--- src/logic/vga_refresh_pkg.sv ---
// Shared constants and types for the display refresh pipeline
package vga_refresh_pkg;

  // ----------------------------------------
  // Clock rates
  // ----------------------------------------
  localparam int          CLK_MHZ         = 20;
  localparam int          MASTER_LOW_MHZ  = 25;
  localparam int          MASTER_HIGH_MHZ = 28;
  localparam logic [16:0] CLK_KHZ         = 17'(CLK_MHZ * 1000);
  localparam logic [16:0] MASTER_LOW_KHZ  = 17'(MASTER_LOW_MHZ * 1000);
  localparam logic [16:0] MASTER_HIGH_KHZ = 17'(MASTER_HIGH_MHZ * 1000);

  // ----------------------------------------
  // Register offsets (byte addresses)
  // ----------------------------------------
  localparam logic [7:0] OFS_CTRL   = 8'h00;
  localparam logic [7:0] OFS_START  = 8'h04;
  localparam logic [7:0] OFS_WIDTH  = 8'h08;
  localparam logic [7:0] OFS_PITCH  = 8'h0C;
  localparam logic [7:0] OFS_REPEAT = 8'h10;
  localparam logic [7:0] OFS_SPLIT  = 8'h14;
  localparam logic [7:0] OFS_FRAME  = 8'h18;
  localparam logic [7:0] OFS_FONT   = 8'h1C;
  localparam logic [7:0] OFS_COLOUR = 8'h20;
  localparam logic [7:0] OFS_STATUS = 8'h24;
  localparam logic [1:0] PAL_PAGE   = 2'h1;

  // ----------------------------------------
  // Field positions
  // ----------------------------------------
  localparam int CTRL_ENABLE_BIT  = 0;
  localparam int CTRL_CLKSEL_BIT  = 1;
  localparam int CTRL_DIV2_BIT    = 2;
  localparam int CTRL_DOT9_BIT    = 3;
  localparam int CTRL_FMT_LSB     = 4;
  localparam int CTRL_SHIFT_LSB   = 6;
  localparam int COLOUR_MASK_LSB  = 0;
  localparam int COLOUR_UPPER_LSB = 4;
  localparam int STATUS_SCAN_LSB  = 16;

  // ----------------------------------------
  // Reset values
  // ----------------------------------------
  localparam logic [7:0]  RST_CTRL   = 8'h00;
  localparam logic [15:0] RST_START  = 16'h0000;
  localparam logic [7:0]  RST_WIDTH  = 8'h50;
  localparam logic [15:0] RST_PITCH  = 16'h0050;
  localparam logic [4:0]  RST_REPEAT = 5'h00;
  localparam logic [9:0]  RST_SPLIT  = 10'h3FF;
  localparam logic [9:0]  RST_FRAME  = 10'h1DF;
  localparam logic [15:0] RST_FONT   = 16'h8000;
  localparam logic [5:0]  RST_COLOUR = 6'h0F;

  // ----------------------------------------
  // Last dot number per character (8 and 9 dots)
  // ----------------------------------------
  localparam logic [3:0] LAST_DOT_NARROW = 4'h7;
  localparam logic [3:0] LAST_DOT_WIDE   = 4'h8;

  typedef enum logic [1:0] {FMT_TEXT, FMT_ODD_EVEN, FMT_PLANAR, FMT_EIGHT} format_type;
  typedef enum logic [2:0] {F_IDLE, F_MAIN, F_MAIN_WAIT, F_FONT, F_FONT_WAIT, F_PUSH} fetch_type;

endpackage

--- src/logic/vga_refresh_pipeline.sv ---
// Refresh address generator, fetch FIFO and pixel formatter with palette
//
// Decided for this implementation: the register offsets and the Wishbone slave port.
`timescale 1ns/1ns

// ----------------------------------------
// Fetch FIFO
// ----------------------------------------
module fetch_fifo #(
  parameter int WIDTH = 32,
  parameter int DEPTH = 8
) (
  input  wire logic             clk_i,
  input  wire logic             rst_i,
  input  wire logic             in_valid_i,
  output logic                  in_ready_o,
  input  wire logic [WIDTH-1:0] in_data_i,
  output logic                  out_valid_o,
  input  wire logic             out_ready_i,
  output logic      [WIDTH-1:0] out_data_o
);
  localparam int AW = $clog2(DEPTH);

  typedef struct packed {
    logic [DEPTH-1:0][WIDTH-1:0] mem;
    logic [AW-1:0]               wr;
    logic [AW-1:0]               rd;
    logic [AW:0]                 count;
  } fifo_state_type;

  fifo_state_type s;
  fifo_state_type n;
  logic           push;
  logic           pop;

  assign in_ready_o  = (s.count != (AW+1)'(DEPTH));
  assign out_valid_o = (s.count != '0);
  assign out_data_o  = s.mem[s.rd];
  assign push        = in_valid_i && in_ready_o;
  assign pop         = out_ready_i && out_valid_o;

  always_comb begin
    n = s;
    if (push) begin
      n.mem[s.wr] = in_data_i;
      n.wr        = (s.wr == AW'(DEPTH - 1)) ? '0 : AW'(s.wr + 1'b1);
    end
    if (pop) begin
      n.rd = (s.rd == AW'(DEPTH - 1)) ? '0 : AW'(s.rd + 1'b1);
    end
    n.count = (AW+1)'(s.count + push - pop);
  end

  always_ff @(posedge clk_i) begin
    if (rst_i) begin
      s <= '0;
    end else begin
      s <= n;
    end
  end
endmodule

module vga_refresh_pipeline
  import vga_refresh_pkg::*;
#(
  parameter int FIFO_DEPTH = 8
) (
  input  wire logic        clk_i,
  input  wire logic        rst_i,
  input  wire logic        wb_cyc_i,
  input  wire logic        wb_stb_i,
  input  wire logic        wb_we_i,
  input  wire logic [7:0]  wb_adr_i,
  input  wire logic [3:0]  wb_sel_i,
  input  wire logic [31:0] wb_dat_i,
  output logic      [31:0] wb_dat_o,
  output logic             wb_ack_o,
  output logic             fb_rd_o,
  output logic      [15:0] fb_addr_o,
  input  wire logic        fb_valid_i,
  input  wire logic [31:0] fb_data_i,
  output logic      [7:0]  colour_index_o,
  output logic             pixel_valid_o,
  output logic             char_clk_o
);

  typedef struct packed {
    logic [7:0]       ctrl;
    logic [15:0]      start;
    logic [7:0]       width;
    logic [15:0]      pitch;
    logic [4:0]       repeat_n;
    logic [9:0]       split;
    logic [9:0]       frame;
    logic [15:0]      font;
    logic [5:0]       colour;
    logic [15:0][5:0] pal;
    logic             wb_ack;
    logic [31:0]      wb_dat;
    logic [16:0]      acc;
    logic [3:0]       dot;
    fetch_type        fetch;
    logic [15:0]      row_addr;
    logic [7:0]       col;
    logic [4:0]       scan;
    logic [9:0]       line;
    logic [31:0]      word;
    logic             fb_rd;
    logic [15:0]      fb_addr;
    logic [31:0]      cur;
    logic             cur_ok;
    logic [7:0]       raw;
    logic [7:0]       colour_index;
    logic             pix_valid;
    logic             char_clk;
    logic [3:0]       span;
  } state_type;

  state_type   s;
  state_type   n;
  logic        fifo_in_ready;
  logic        fifo_in_valid;
  logic        fifo_out_valid;
  logic        fifo_out_ready;
  logic [31:0] fifo_out_data;
  logic        enable;
  logic        hit;
  logic        wr;
  logic [31:0] wval;
  logic [16:0] inc;
  logic [16:0] sum;
  logic        dot_en;
  logic [3:0]  last_dot;
  format_type  fmt;
  logic [1:0]  shift;
  logic [9:0]  next_line;
  logic [3:0]  masked;

  // ----------------------------------------
  // Register helpers
  // ----------------------------------------
  function automatic logic [31:0] reg_read(input state_type st, input logic [7:0] adr);
    logic [31:0] v;
    v = 32'h0000_0000;
    if (adr[7:6] == PAL_PAGE) begin
      v = {26'h0, st.pal[adr[5:2]]};
    end else begin
      case (adr)
        OFS_CTRL:   v = {24'h0, st.ctrl};
        OFS_START:  v = {16'h0, st.start};
        OFS_WIDTH:  v = {24'h0, st.width};
        OFS_PITCH:  v = {16'h0, st.pitch};
        OFS_REPEAT: v = {27'h0, st.repeat_n};
        OFS_SPLIT:  v = {22'h0, st.split};
        OFS_FRAME:  v = {22'h0, st.frame};
        OFS_FONT:   v = {16'h0, st.font};
        OFS_COLOUR: v = {26'h0, st.colour};
        OFS_STATUS: v = {11'h0, st.scan, 6'h0, st.line};
        default:    v = 32'h0000_0000;
      endcase
    end
    return v;
  endfunction

  function automatic logic [31:0] merge(input logic [31:0] old_v, input logic [31:0] new_v,
                                        input logic [3:0] sel);
    logic [31:0] v;
    v = old_v;
    for (int b = 0; b < 4; b++) begin
      if (sel[b]) begin
        v[8*b +: 8] = new_v[8*b +: 8];
      end
    end
    return v;
  endfunction

  // Raw pixel of a fetched word at dot position idx
  function automatic logic [7:0] pick(input format_type f, input logic [31:0] w, input logic [3:0] idx);
    int          i;
    logic [7:0]  v;
    i = (idx > 4'h7) ? 7 : int'(idx);
    v = 8'h00;
    unique case (f)
      FMT_TEXT: begin
        if (idx > 4'h7) begin
          v = {4'h0, w[15:12]};
        end else begin
          v = w[7 - i] ? {4'h0, w[11:8]} : {4'h0, w[15:12]};
        end
      end
      FMT_ODD_EVEN: begin
        if (i < 4) begin
          v = {4'h0, w[16 + 7 - 2*i -: 2], w[7 - 2*i -: 2]};
        end else begin
          v = {4'h0, w[24 + 7 - 2*(i-4) -: 2], w[8 + 7 - 2*(i-4) -: 2]};
        end
      end
      FMT_PLANAR: v = {4'h0, w[24 + 7 - i], w[16 + 7 - i], w[8 + 7 - i], w[7 - i]};
      FMT_EIGHT:  v = w[8*(i >> 1) +: 8];
    endcase
    return v;
  endfunction

  fetch_fifo #(
    .WIDTH (32),
    .DEPTH (FIFO_DEPTH)
  ) u_fifo (
    .clk_i       (clk_i),
    .rst_i       (rst_i),
    .in_valid_i  (fifo_in_valid),
    .in_ready_o  (fifo_in_ready),
    .in_data_i   (s.word),
    .out_valid_o (fifo_out_valid),
    .out_ready_i (fifo_out_ready),
    .out_data_o  (fifo_out_data)
  );

  assign fifo_in_valid  = (s.fetch == F_PUSH);
  // Next word is taken at the last dot so the first dot of a character has it whenever the FIFO holds a word; otherwise it shows raw 0
  assign fifo_out_ready = !s.cur_ok || n.char_clk;
  assign enable         = s.ctrl[CTRL_ENABLE_BIT];
  assign fmt            = format_type'(s.ctrl[CTRL_FMT_LSB +: 2]);
  assign shift          = s.ctrl[CTRL_SHIFT_LSB +: 2];
  assign hit            = wb_cyc_i && wb_stb_i && !s.wb_ack;
  assign wr             = hit && wb_we_i;
  assign masked         = s.raw[3:0] & s.colour[COLOUR_MASK_LSB +: 4];

  always_comb begin
    n           = s;
    n.fb_rd     = 1'b0;
    n.pix_valid = 1'b0;
    n.char_clk  = 1'b0;
    next_line   = 10'(s.line + 1'b1);

    // ----------------------------------------
    // Wishbone slave
    // ----------------------------------------
    n.wb_ack = hit;
    wval     = merge(reg_read(s, wb_adr_i), wb_dat_i, wb_sel_i);
    if (hit && !wb_we_i) begin
      n.wb_dat = reg_read(s, wb_adr_i);
    end
    if (wr) begin
      if (wb_adr_i[7:6] == PAL_PAGE) begin
        n.pal[wb_adr_i[5:2]] = wval[5:0];
      end else begin
        case (wb_adr_i)
          OFS_CTRL:   n.ctrl     = wval[7:0];
          OFS_START:  n.start    = wval[15:0];
          OFS_WIDTH:  n.width    = wval[7:0];
          OFS_PITCH:  n.pitch    = wval[15:0];
          OFS_REPEAT: n.repeat_n = wval[4:0];
          OFS_SPLIT:  n.split    = wval[9:0];
          OFS_FRAME:  n.frame    = wval[9:0];
          OFS_FONT:   n.font     = wval[15:0];
          OFS_COLOUR: n.colour   = wval[5:0];
          default:    n.wb_dat   = s.wb_dat;
        endcase
      end
    end

    // ----------------------------------------
    // Refresh fetch engine
    // ----------------------------------------
    unique case (s.fetch)
      F_IDLE: begin
        n.row_addr = s.start;
        n.col      = 8'h00;
        n.scan     = 5'h00;
        n.line     = 10'h000;
        if (enable) begin
          n.fetch = F_MAIN;
        end
      end
      F_MAIN: begin
        n.fb_addr = 16'((s.row_addr + 16'(s.col)) << shift);
        n.fb_rd   = 1'b1;
        n.fetch   = F_MAIN_WAIT;
      end
      F_MAIN_WAIT: begin
        if (fb_valid_i) begin
          n.word  = fb_data_i;
          n.fetch = (fmt == FMT_TEXT) ? F_FONT : F_PUSH;
        end
      end
      F_FONT: begin
        n.fb_addr = 16'(s.font + {3'h0, s.word[7:0], s.scan});
        n.fb_rd   = 1'b1;
        n.fetch   = F_FONT_WAIT;
      end
      F_FONT_WAIT: begin
        if (fb_valid_i) begin
          n.word  = {16'h0000, s.word[15:8], fb_data_i[23:16]};
          n.fetch = F_PUSH;
        end
      end
      F_PUSH: begin
        if (fifo_in_ready) begin
          n.fetch = enable ? F_MAIN : F_IDLE;
          if (s.col != 8'(s.width - 1'b1)) begin
            n.col = 8'(s.col + 1'b1);
          end else begin
            n.col = 8'h00;
            if (s.line == s.frame) begin
              n.line     = 10'h000;
              n.row_addr = s.start;
              n.scan     = 5'h00;
            end else if (next_line == s.split) begin
              n.line     = next_line;
              n.row_addr = 16'h0000;
              n.scan     = 5'h00;
            end else if (s.scan == s.repeat_n) begin
              n.line     = next_line;
              n.row_addr = 16'(s.row_addr + s.pitch);
              n.scan     = 5'h00;
            end else begin
              n.line = next_line;
              n.scan = 5'(s.scan + 1'b1);
            end
          end
        end
      end
    endcase

    // ----------------------------------------
    // Dot and character clocks
    // ----------------------------------------
    // master select and halving
    inc      = s.ctrl[CTRL_CLKSEL_BIT] ? MASTER_HIGH_KHZ : MASTER_LOW_KHZ;
    inc      = s.ctrl[CTRL_DIV2_BIT] ? 17'(inc >> 1) : inc;
    sum      = 17'(s.acc + inc);
    dot_en   = 1'b0;
    last_dot = s.ctrl[CTRL_DOT9_BIT] ? LAST_DOT_WIDE : LAST_DOT_NARROW;
    if (!enable) begin
      n.acc = 17'h00000;
      n.dot = 4'h0;
    end else if (sum >= CLK_KHZ) begin
      dot_en = 1'b1;
      n.acc  = 17'(sum - CLK_KHZ);
      if (n.acc >= CLK_KHZ) begin
        n.acc = 17'(CLK_KHZ - 1'b1);
      end
    end else begin
      n.acc = sum;
    end

    // ----------------------------------------
    // Pixel formatter and palette
    // ----------------------------------------
    if (dot_en) begin
      n.pix_valid = 1'b1;
      n.raw       = s.cur_ok ? pick(fmt, s.cur, s.dot) : 8'h00;
      n.span      = 4'(s.span + 1'b1);
      if (s.dot >= last_dot) begin
        n.dot      = 4'h0;
        n.char_clk = 1'b1;
        n.cur_ok   = 1'b0;
        n.span     = 4'h0;
      end else begin
        n.dot = 4'(s.dot + 1'b1);
      end
    end
    if (s.pix_valid) begin
      if (fmt == FMT_EIGHT) begin
        n.colour_index = s.raw;
      end else begin
        n.colour_index = {s.colour[COLOUR_UPPER_LSB +: 2], s.pal[masked]};
      end
    end
    if ((!s.cur_ok || n.char_clk) && fifo_out_valid) begin
      n.cur    = fifo_out_data;
      n.cur_ok = 1'b1;
    end
  end

  always_ff @(posedge clk_i) begin
    if (rst_i) begin
      s          <= '0;
      s.ctrl     <= RST_CTRL;
      s.start    <= RST_START;
      s.width    <= RST_WIDTH;
      s.pitch    <= RST_PITCH;
      s.repeat_n <= RST_REPEAT;
      s.split    <= RST_SPLIT;
      s.frame    <= RST_FRAME;
      s.font     <= RST_FONT;
      s.colour   <= RST_COLOUR;
      s.fetch    <= F_IDLE;
    end else begin
      s <= n;
    end
  end

  assign wb_dat_o       = s.wb_dat;
  assign wb_ack_o       = s.wb_ack;
  assign fb_rd_o        = s.fb_rd;
  assign fb_addr_o      = s.fb_addr;
  assign colour_index_o = s.colour_index;
  assign pixel_valid_o  = s.pix_valid;
  assign char_clk_o     = s.char_clk;

  // ----------------------------------------
  // Assertions
  // ----------------------------------------
  property p_dot_rate;
    @(posedge clk_i) disable iff (rst_i)
      s.ctrl[CTRL_DIV2_BIT] && $past(s.ctrl[CTRL_DIV2_BIT], 3) && s.pix_valid && $past(s.pix_valid) &&
        $past(s.pix_valid, 2) |=> !s.pix_valid;
  endproperty
  a_dot_rate: assert property (p_dot_rate) else $error("dot pulses too close with halving");

  property p_char_span;
    @(posedge clk_i) disable iff (rst_i)
      s.char_clk && $past(s.char_clk) == 1'b0 && $stable(s.ctrl) |->
        $past(s.dot) == (s.ctrl[CTRL_DOT9_BIT] ? LAST_DOT_WIDE : LAST_DOT_NARROW);
  endproperty
  a_char_span: assert property (p_char_span) else $error("character clock not at last dot");

  property p_col_step;
    @(posedge clk_i) disable iff (rst_i)
      s.fetch == F_PUSH && fifo_in_ready && s.col != 8'(s.width - 1'b1) |=> s.col == 8'($past(s.col) + 1'b1);
  endproperty
  a_col_step: assert property (p_col_step) else $error("column did not step by one");

  property p_addr_shift;
    @(posedge clk_i) disable iff (rst_i)
      s.fb_rd && s.fetch == F_MAIN_WAIT |-> s.fb_addr == 16'((s.row_addr + 16'(s.col)) << shift);
  endproperty
  a_addr_shift: assert property (p_addr_shift) else $error("fetch address shift wrong");

  property p_font_addr;
    @(posedge clk_i) disable iff (rst_i)
      s.fb_rd && s.fetch == F_FONT_WAIT |-> s.fb_addr == 16'(s.font + {3'h0, s.word[7:0], s.scan});
  endproperty
  a_font_addr: assert property (p_font_addr) else $error("font address wrong");

  property p_split;
    @(posedge clk_i) disable iff (rst_i)
      s.fetch == F_PUSH && fifo_in_ready && s.col == 8'(s.width - 1'b1) && s.line != s.frame &&
        next_line == s.split |=> s.row_addr == 16'h0000 && s.scan == 5'h00;
  endproperty
  a_split: assert property (p_split) else $error("split line did not reset address");

  property p_frame_start;
    @(posedge clk_i) disable iff (rst_i)
      s.fetch == F_PUSH && fifo_in_ready && s.col == 8'(s.width - 1'b1) && s.line == s.frame
        |=> s.row_addr == $past(s.start) && s.line == 10'h000;
  endproperty
  a_frame_start: assert property (p_frame_start) else $error("frame did not restart at start");

  property p_scan_repeat;
    @(posedge clk_i) disable iff (rst_i)
      s.fetch == F_PUSH && fifo_in_ready && s.col == 8'(s.width - 1'b1) && s.line != s.frame &&
        next_line != s.split && s.scan != s.repeat_n |=> $stable(s.row_addr) && s.scan == 5'($past(s.scan) + 1'b1);
  endproperty
  a_scan_repeat: assert property (p_scan_repeat) else $error("repeated line moved address");

  property p_bypass;
    @(posedge clk_i) disable iff (rst_i)
      s.pix_valid && fmt == FMT_EIGHT && $stable(s.ctrl) |=> s.colour_index == $past(s.raw);
  endproperty
  a_bypass: assert property (p_bypass) else $error("eight-bit pixel altered");

  property p_palette;
    @(posedge clk_i) disable iff (rst_i)
      s.pix_valid && fmt != FMT_EIGHT && $stable(s.ctrl) && !wr |=>
        s.colour_index == {$past(s.colour[COLOUR_UPPER_LSB +: 2]), $past(s.pal[masked])};
  endproperty
  a_palette: assert property (p_palette) else $error("palette index wrong");
endmodule

--- config.mk ---
export PLATFORM = sky130hd
export DESIGN_NAME = vga_refresh_pipeline
export DESIGN_NICKNAME = d
export VERILOG_FILES = /design/src/logic/vga_refresh_pkg.sv /design/src/logic/vga_refresh_pipeline.sv
export SDC_FILE = /design/constraint.sdc
export NUM_CORES = 2
export LEC_CHECK = 0
export CAP_MARGIN = 20
export CORE_MARGIN = 5
export CORE_UTILIZATION = 61
export DETAILED_ROUTE_END_ITERATION = 6
export DONT_BUFFER_PORTS = 1
export PLACE_DENSITY = 0.76
export SYNTH_ARGS = -nofsm -noshare
export SYNTH_HDL_FRONTEND = slang
export SYNTH_HIERARCHICAL = 1
export SYNTH_SLANG_ARGS = --single-unit
--- constraint.sdc ---
create_clock -name clk_i -period 11.5 [get_ports clk_i]
set_clock_uncertainty 0.2 [all_clocks]
set_input_delay 0 -clock clk_i [delete_from_list [all_inputs] [get_ports clk_i]]
set_output_delay 0 -clock clk_i [all_outputs]
set_load 0.005 [all_outputs]
-- Word-level counts from Yosys, hierarchy flattened
Index checks and enable logic that the tools add are counted.
- register bits: 657
- latch bits: 0
- memory bits (writable): 0
- ROM bits: 0
- input port bits: 82
- output and inout bits: 60
- memories: 0
- $add $sub $neg: 24
- $mul: 0
- divide/modulo/power cells: 0
- $lt $le $gt $ge: 15
- equal/unequal tests: 33
- shift-type cells: 6
- mux-type cells: 77
- bitwise gates (word level): 4
- reductions and logical operators: 40
- operators by type and width (operator ; count):
    32-bit 2-to-1 mux ; 9
    256-bit bitwise mux ; 1
    21-bit one-hot mux with 10 select lines ; 1
    32-bit binary-select mux with 3-bit select ; 1
    96-bit bitwise mux ; 1
    32-bit demux with 3-bit select ; 1
    39-bit one-hot mux with 2 select lines ; 1
    15-bit 2-to-1 mux ; 5
    33-bit by 6-bit variable part select with 2-bit output ; 2
    33-bit by 7-bit variable part select with 2-bit output ; 2
    16-bit 2-to-1 mux ; 4
    32-bit one-hot mux with 2 select lines ; 1
    6-bit binary-select mux with 4-bit select ; 2
    42-bit 2-to-1 mux ; 1
    8-bit 2-to-1 mux ; 5
    3-bit AND reduction ; 12
    17-bit by 15-bit >= comparator with 1-bit output (second input constant) ; 2
    17-bit 2-to-1 mux ; 2
    17-bit one-hot mux with 2 select lines ; 1
    8-bit by 5-bit == test with 1-bit output (second input constant) ; 4
    4-bit 2-to-1 mux ; 8
    8-bit one-hot mux with 4 select lines ; 1
    32-bit by 7-bit variable part select with 8-bit output ; 1
    6-bit demux with 4-bit select ; 1
    68 further kinds ; 130

-- Logic depth before layout (Yosys ltp)
- depth after elaboration: 12
- mapped depth: 26

-- Modules after synthesis
The synthesis kept the hierarchy.
- by module, submodules not included (module ; times used ; cells each ; area each (um^2) ; sequential area each (um^2)):
    vga_refresh_pipeline ; 1 ; 2619 ; 21800.9 ; 7507.2
    fetch_fifo ; 1 ; 1085 ; 12693.4 ; 5325.1

-- Worst setup path before layout
OpenSTA, ideal clock, no wires.
- path type: reg-to-reg
- from: register, netlist name s[385]
- to: register u_fifo/s[2] (netlist bit)
- library setup time: 0.117 ns
- arrival time: 4.843 ns
- data required time: 11.183 ns
- setup slack: 6.341 ns
- cell stages (with the launch flop): 26
- cell sequence: dfxtp_1 > ha_1 > ha_1 > inv_1 > fa_1 > and2b_1 > o221a_2 > a21o_1 > ha_1 > or4b_1 > a21o_1 > nand4_2 > o21ai_1 > o2111ai_1 > a21oi_2 > o21ai_4 > o21ai_4 > and2_1 > clkbuf_1 > ha_1 > inv_1 > ha_1 > inv_1 > fa_1 > xor2_1 > nor2_1
- RTL lines (what ; line ; RTL):
    end signal, assigned ; vga_refresh_pipeline.sv:58 ; s <= n;
    end, declared ; vga_refresh_pipeline.sv:31 ; fifo_state_type s;

==> results.yml <==
run_status:
  status: "complete, no violations"
timing:
  min_period_ps: 5910
  tightestPinTransition_ps: 1097
  slew_viol_final: 0
  setup-violations-final: 0
  finalHoldViolCount: 0
  relSlewSlack: 0.2660
  max_freq_ghz: 0.1692
  finalCritPeriodShare: 0.5140
  rsz0062_at_grt: "false"
  setup_tns_ps: 0
floorplan:
  io-pin-count: 142
  die_area_mm2: 0.06140
  fp.coreArea_mm2: 0.05617
  initial_core_util: 0.6141
  die_y_um: 247.8
  die_x_um: 247.8
  rows: 87
yosys:
  synth_seq_cells: 641
  synth_top_area_cell: "dfxtp_1"
  synthDistinctLibCells: 101
  syn-cell-area_mm2: 0.03449
  async_flop_share: 0
  synth_seq_area_share: 0.3720
  synth-edff-count: 0
  synth_area_leaders: "dfxtp_1, mux2i_1, mux4_2"
  synth_cells: 3704
  syn_area_per_cell_um2: 9.313
  synth_ff_type: "dfxtp_1"
  yosysWarningCount: 6
  yosysTopAreaCellShare: 0.3720
setup_path:
  cpLargestDelayFamily: "adder cells"
  cp-end-kind: "flop"
  crit_slowest_cell: "dfxtp_1"
  critical_path_buf_inv_count: 3
  cpMostUsedCell: "ha_1"
  cp_max_fo: 9
  critical_path.cell_chain: "ha_1 > ha_1 > inv_1 > fa_1 > and2b_1 > o221a_2 > a21o_1 > ha_1 > or4b_1 > a21o_1 > nand4_2 > o21ai_1 > o2111ai_1 > a21oi_2 > o21ai_4 > o21ai_4 > and2_1 > ha_1 > inv_1 > ha_1 > inv_1 > fa_1 > xor2_1 > nor2_1"
  critical_path_class: "flop to flop"
  worstPathRequired_ps: 11780
  critPathMaxStageDelay_ps: 570
  setup.worst_path.start_class: "flop"
  critPathArrivalTime_ps: 6190
global_route:
  grt_pass1_vias: 27410
  track_usage: 0.3059
  antenna_found_initial: 5
  overflow: 0
  grt_max_degree: 647
  grt_pass1_wl_mm: 151.5
clock_tree:
  post-cts-setup-buffers: 0
  path_clk_slew_ps: 60
  cts_tree: "built"
  tritoncts.num_buffers: 68
  clock_path_buffers: 3
  htree_levels: 3
  cts_sinks: 641
  clkLatencyLatePin_ps: 630
  clockRootBuffer: "clkbuf_16"
cells_and_area:
  register_area_mm2: 0.01284
  final_nets: 3772
  multi_input_area_mm2: 0.01971
  syn_to_final_growth_pct: 9.768
  fillers: 4196
  layout-drive-gt1-share: 0.1122
  instances_no_fill: 4424
  final_core_util: 0.6741
pwr:
  powerDensity_mw_per_mm2: 150.6
  vdd_ir_drop_max_mv: 0.1101
  p_leak_nw: 15.16
job:
  drv_cap: 0
routing:
  drt_first_pass_iters: 7
  drtIter0Drc: 3077
  drcViolationCount: 0
  via_per_inst: 6.351
  wl_mm: 97.32
  ant_nets: 0
  dr_total_vias: 28100
  wl_per_cell_um: 22.00
placed_design:
  dp.cells: 4165
  dp_hpwl_mm: 61.27
  gp_congestion: 0.9461
  io_buffers: 0
min_path:
  hold_path_class: "primary input to flop"
power breakdown:
group / total (W) / internal, W / switching, W
Sequential: 0.00244 / 0.00230 / 0.000144
Clock: 0.00234 / 0.00140 / 0.000946
Combinational: 0.000914 / 0.000372 / 0.000543
Total: 0.00570 / 0.00407 / 0.00163
state kept, by name, summed over array words and instances (netlist names):
signal          count
pixel_valid_o       1
char_clk_o          1
fb_rd_o             1
s                 323
u_fifo/s          266
wb_ack_o            1
colour_index_o      8
fmt                 2
wb_dat_o           21
enable              1
fb_addr_o          16
kinds of logic (layout without fill, tap and decap cells):
| logic type | after synthesis | after routing | synth area share |
|---|---|---|---|
| flip-flops | 641 | 641 | 0.3720 |
| adder cells (fa/ha/maj) | 80 | 80 | 0.03011 |
| XOR/XNOR | 107 | 107 | 0.02760 |
| multiplexers | 540 | 540 | 0.2070 |
| AND/OR/NAND/NOR | 1329 | 1329 | 0.1914 |
| other | 1 | 18 | 0.0001087 |
| AO/OA/AOI/OAI | 610 | 610 | 0.1128 |
| buffers and inverters | 396 | 343 | 0.05902 |
cells in the final DEF, fill, tap and decap left out, types with 21 or more instances in the layout:
cell type,count
clkbuf_16,69
dfxtp_1,639
ha_1,75
nor2b_1,24
a22oi_1,45
nand2_1,468
nor2_1,223
inv_1,49
xor2_1,45
nand3_1,117
mux2i_1,347
and3_1,21
nor3_1,39
a21oi_1,281
a211oi_1,55
mux4_2,133
dlygate4sd3_1,119
mux2_2,54
nand2b_1,313
xnor2_1,60
buf_4,35
o21ai_0,58
cells in the mapped netlist (55+ instances only):
master	number
nand2_1	468
ha_1	75
mux4_2	133
a211oi_1	55
nor2_1	228
nand3_1	117
dfxtp_1	641
buf_4	71
o21ai_0	58
nand2b_1	313
xnor2_1	60
clkbuf_1	152
a21oi_1	282
mux2i_1	352
worst register-to-register path, cell delays in order, from the launching register on:
cell       delay, ps
dfxtp_1          570
ha_1             230
ha_1             170
inv_1             60
fa_1             410
and2b_1          300
o221a_2          280
a21o_1           190
ha_1             290
or4b_1           460
a21o_1           180
nand4_2          120
o21ai_1          130
o2111ai_1        270
a21oi_2          150
o21ai_4          330
o21ai_4          110
and2_1           230
ha_1             290
inv_1             60
ha_1             150
inv_1             50
fa_1             370
xor2_1           140
nor2_1            50
metrics by stage:
step / area, µm² / total power [W] / setup WS [ps] / hold WS (ps)
6_report: 37860 / 0.005701 / 5590 / 26.92
3_5_place_dp: 34000 / 0.003287 / 5696 / -74.72
2_1_floorplan: 34540 / 0.003174 / 6341 / -64.04
3_3_place_gp: 33960 / 0.003256 / 5808 / -72.79
5_1_grt: 37860 / 0.005910 / 5310 / 14.08
4_1_cts: 37650 / 0.005694 / 5587 / 1.363
path summary, 6_finish.rpt:
path                                     startpoint                        to  slack, ps  depth (start not counted)
worst min register to register   s[21]$_SDFFE_PP0P_        s[21]$_SDFFE_PP0P_        270                          2
worst max-delay path            s[385]$_SDFFE_PP0P_    u_fifo/s[2]$_SDFF_PP0_       5590                         24
worst min-delay path                    wb_adr_i[3]  wb_dat_o[1]$_SDFFE_PP0P_         30                          4
worst max register to register  s[385]$_SDFFE_PP0P_    u_fifo/s[2]$_SDFF_PP0_       5590                         24
repair_timing:
action	CTS	global route
resized for setup	0	0
hold endpoints to repair	638	174
hold buffers	121	1
layer usage:
layer	track usage	share of wire
met1	0.4127	0.42
met2	0.4827	0.45
met3	0.07183	0.090
met4	0.1136	0.039
met5	0	0.00037
area by class of cell:
cell class              count  share of cell area
multi-input cells        2679              0.5207
flip-flops and latches    641              0.3391
clock buffers             102             0.05390
repair buffers            168             0.04639
well taps                 756             0.02498
clock inverters            21            0.009484
inverters                  52            0.005155
diodes                      5           0.0003304
(Power assumes the default switching activity.)
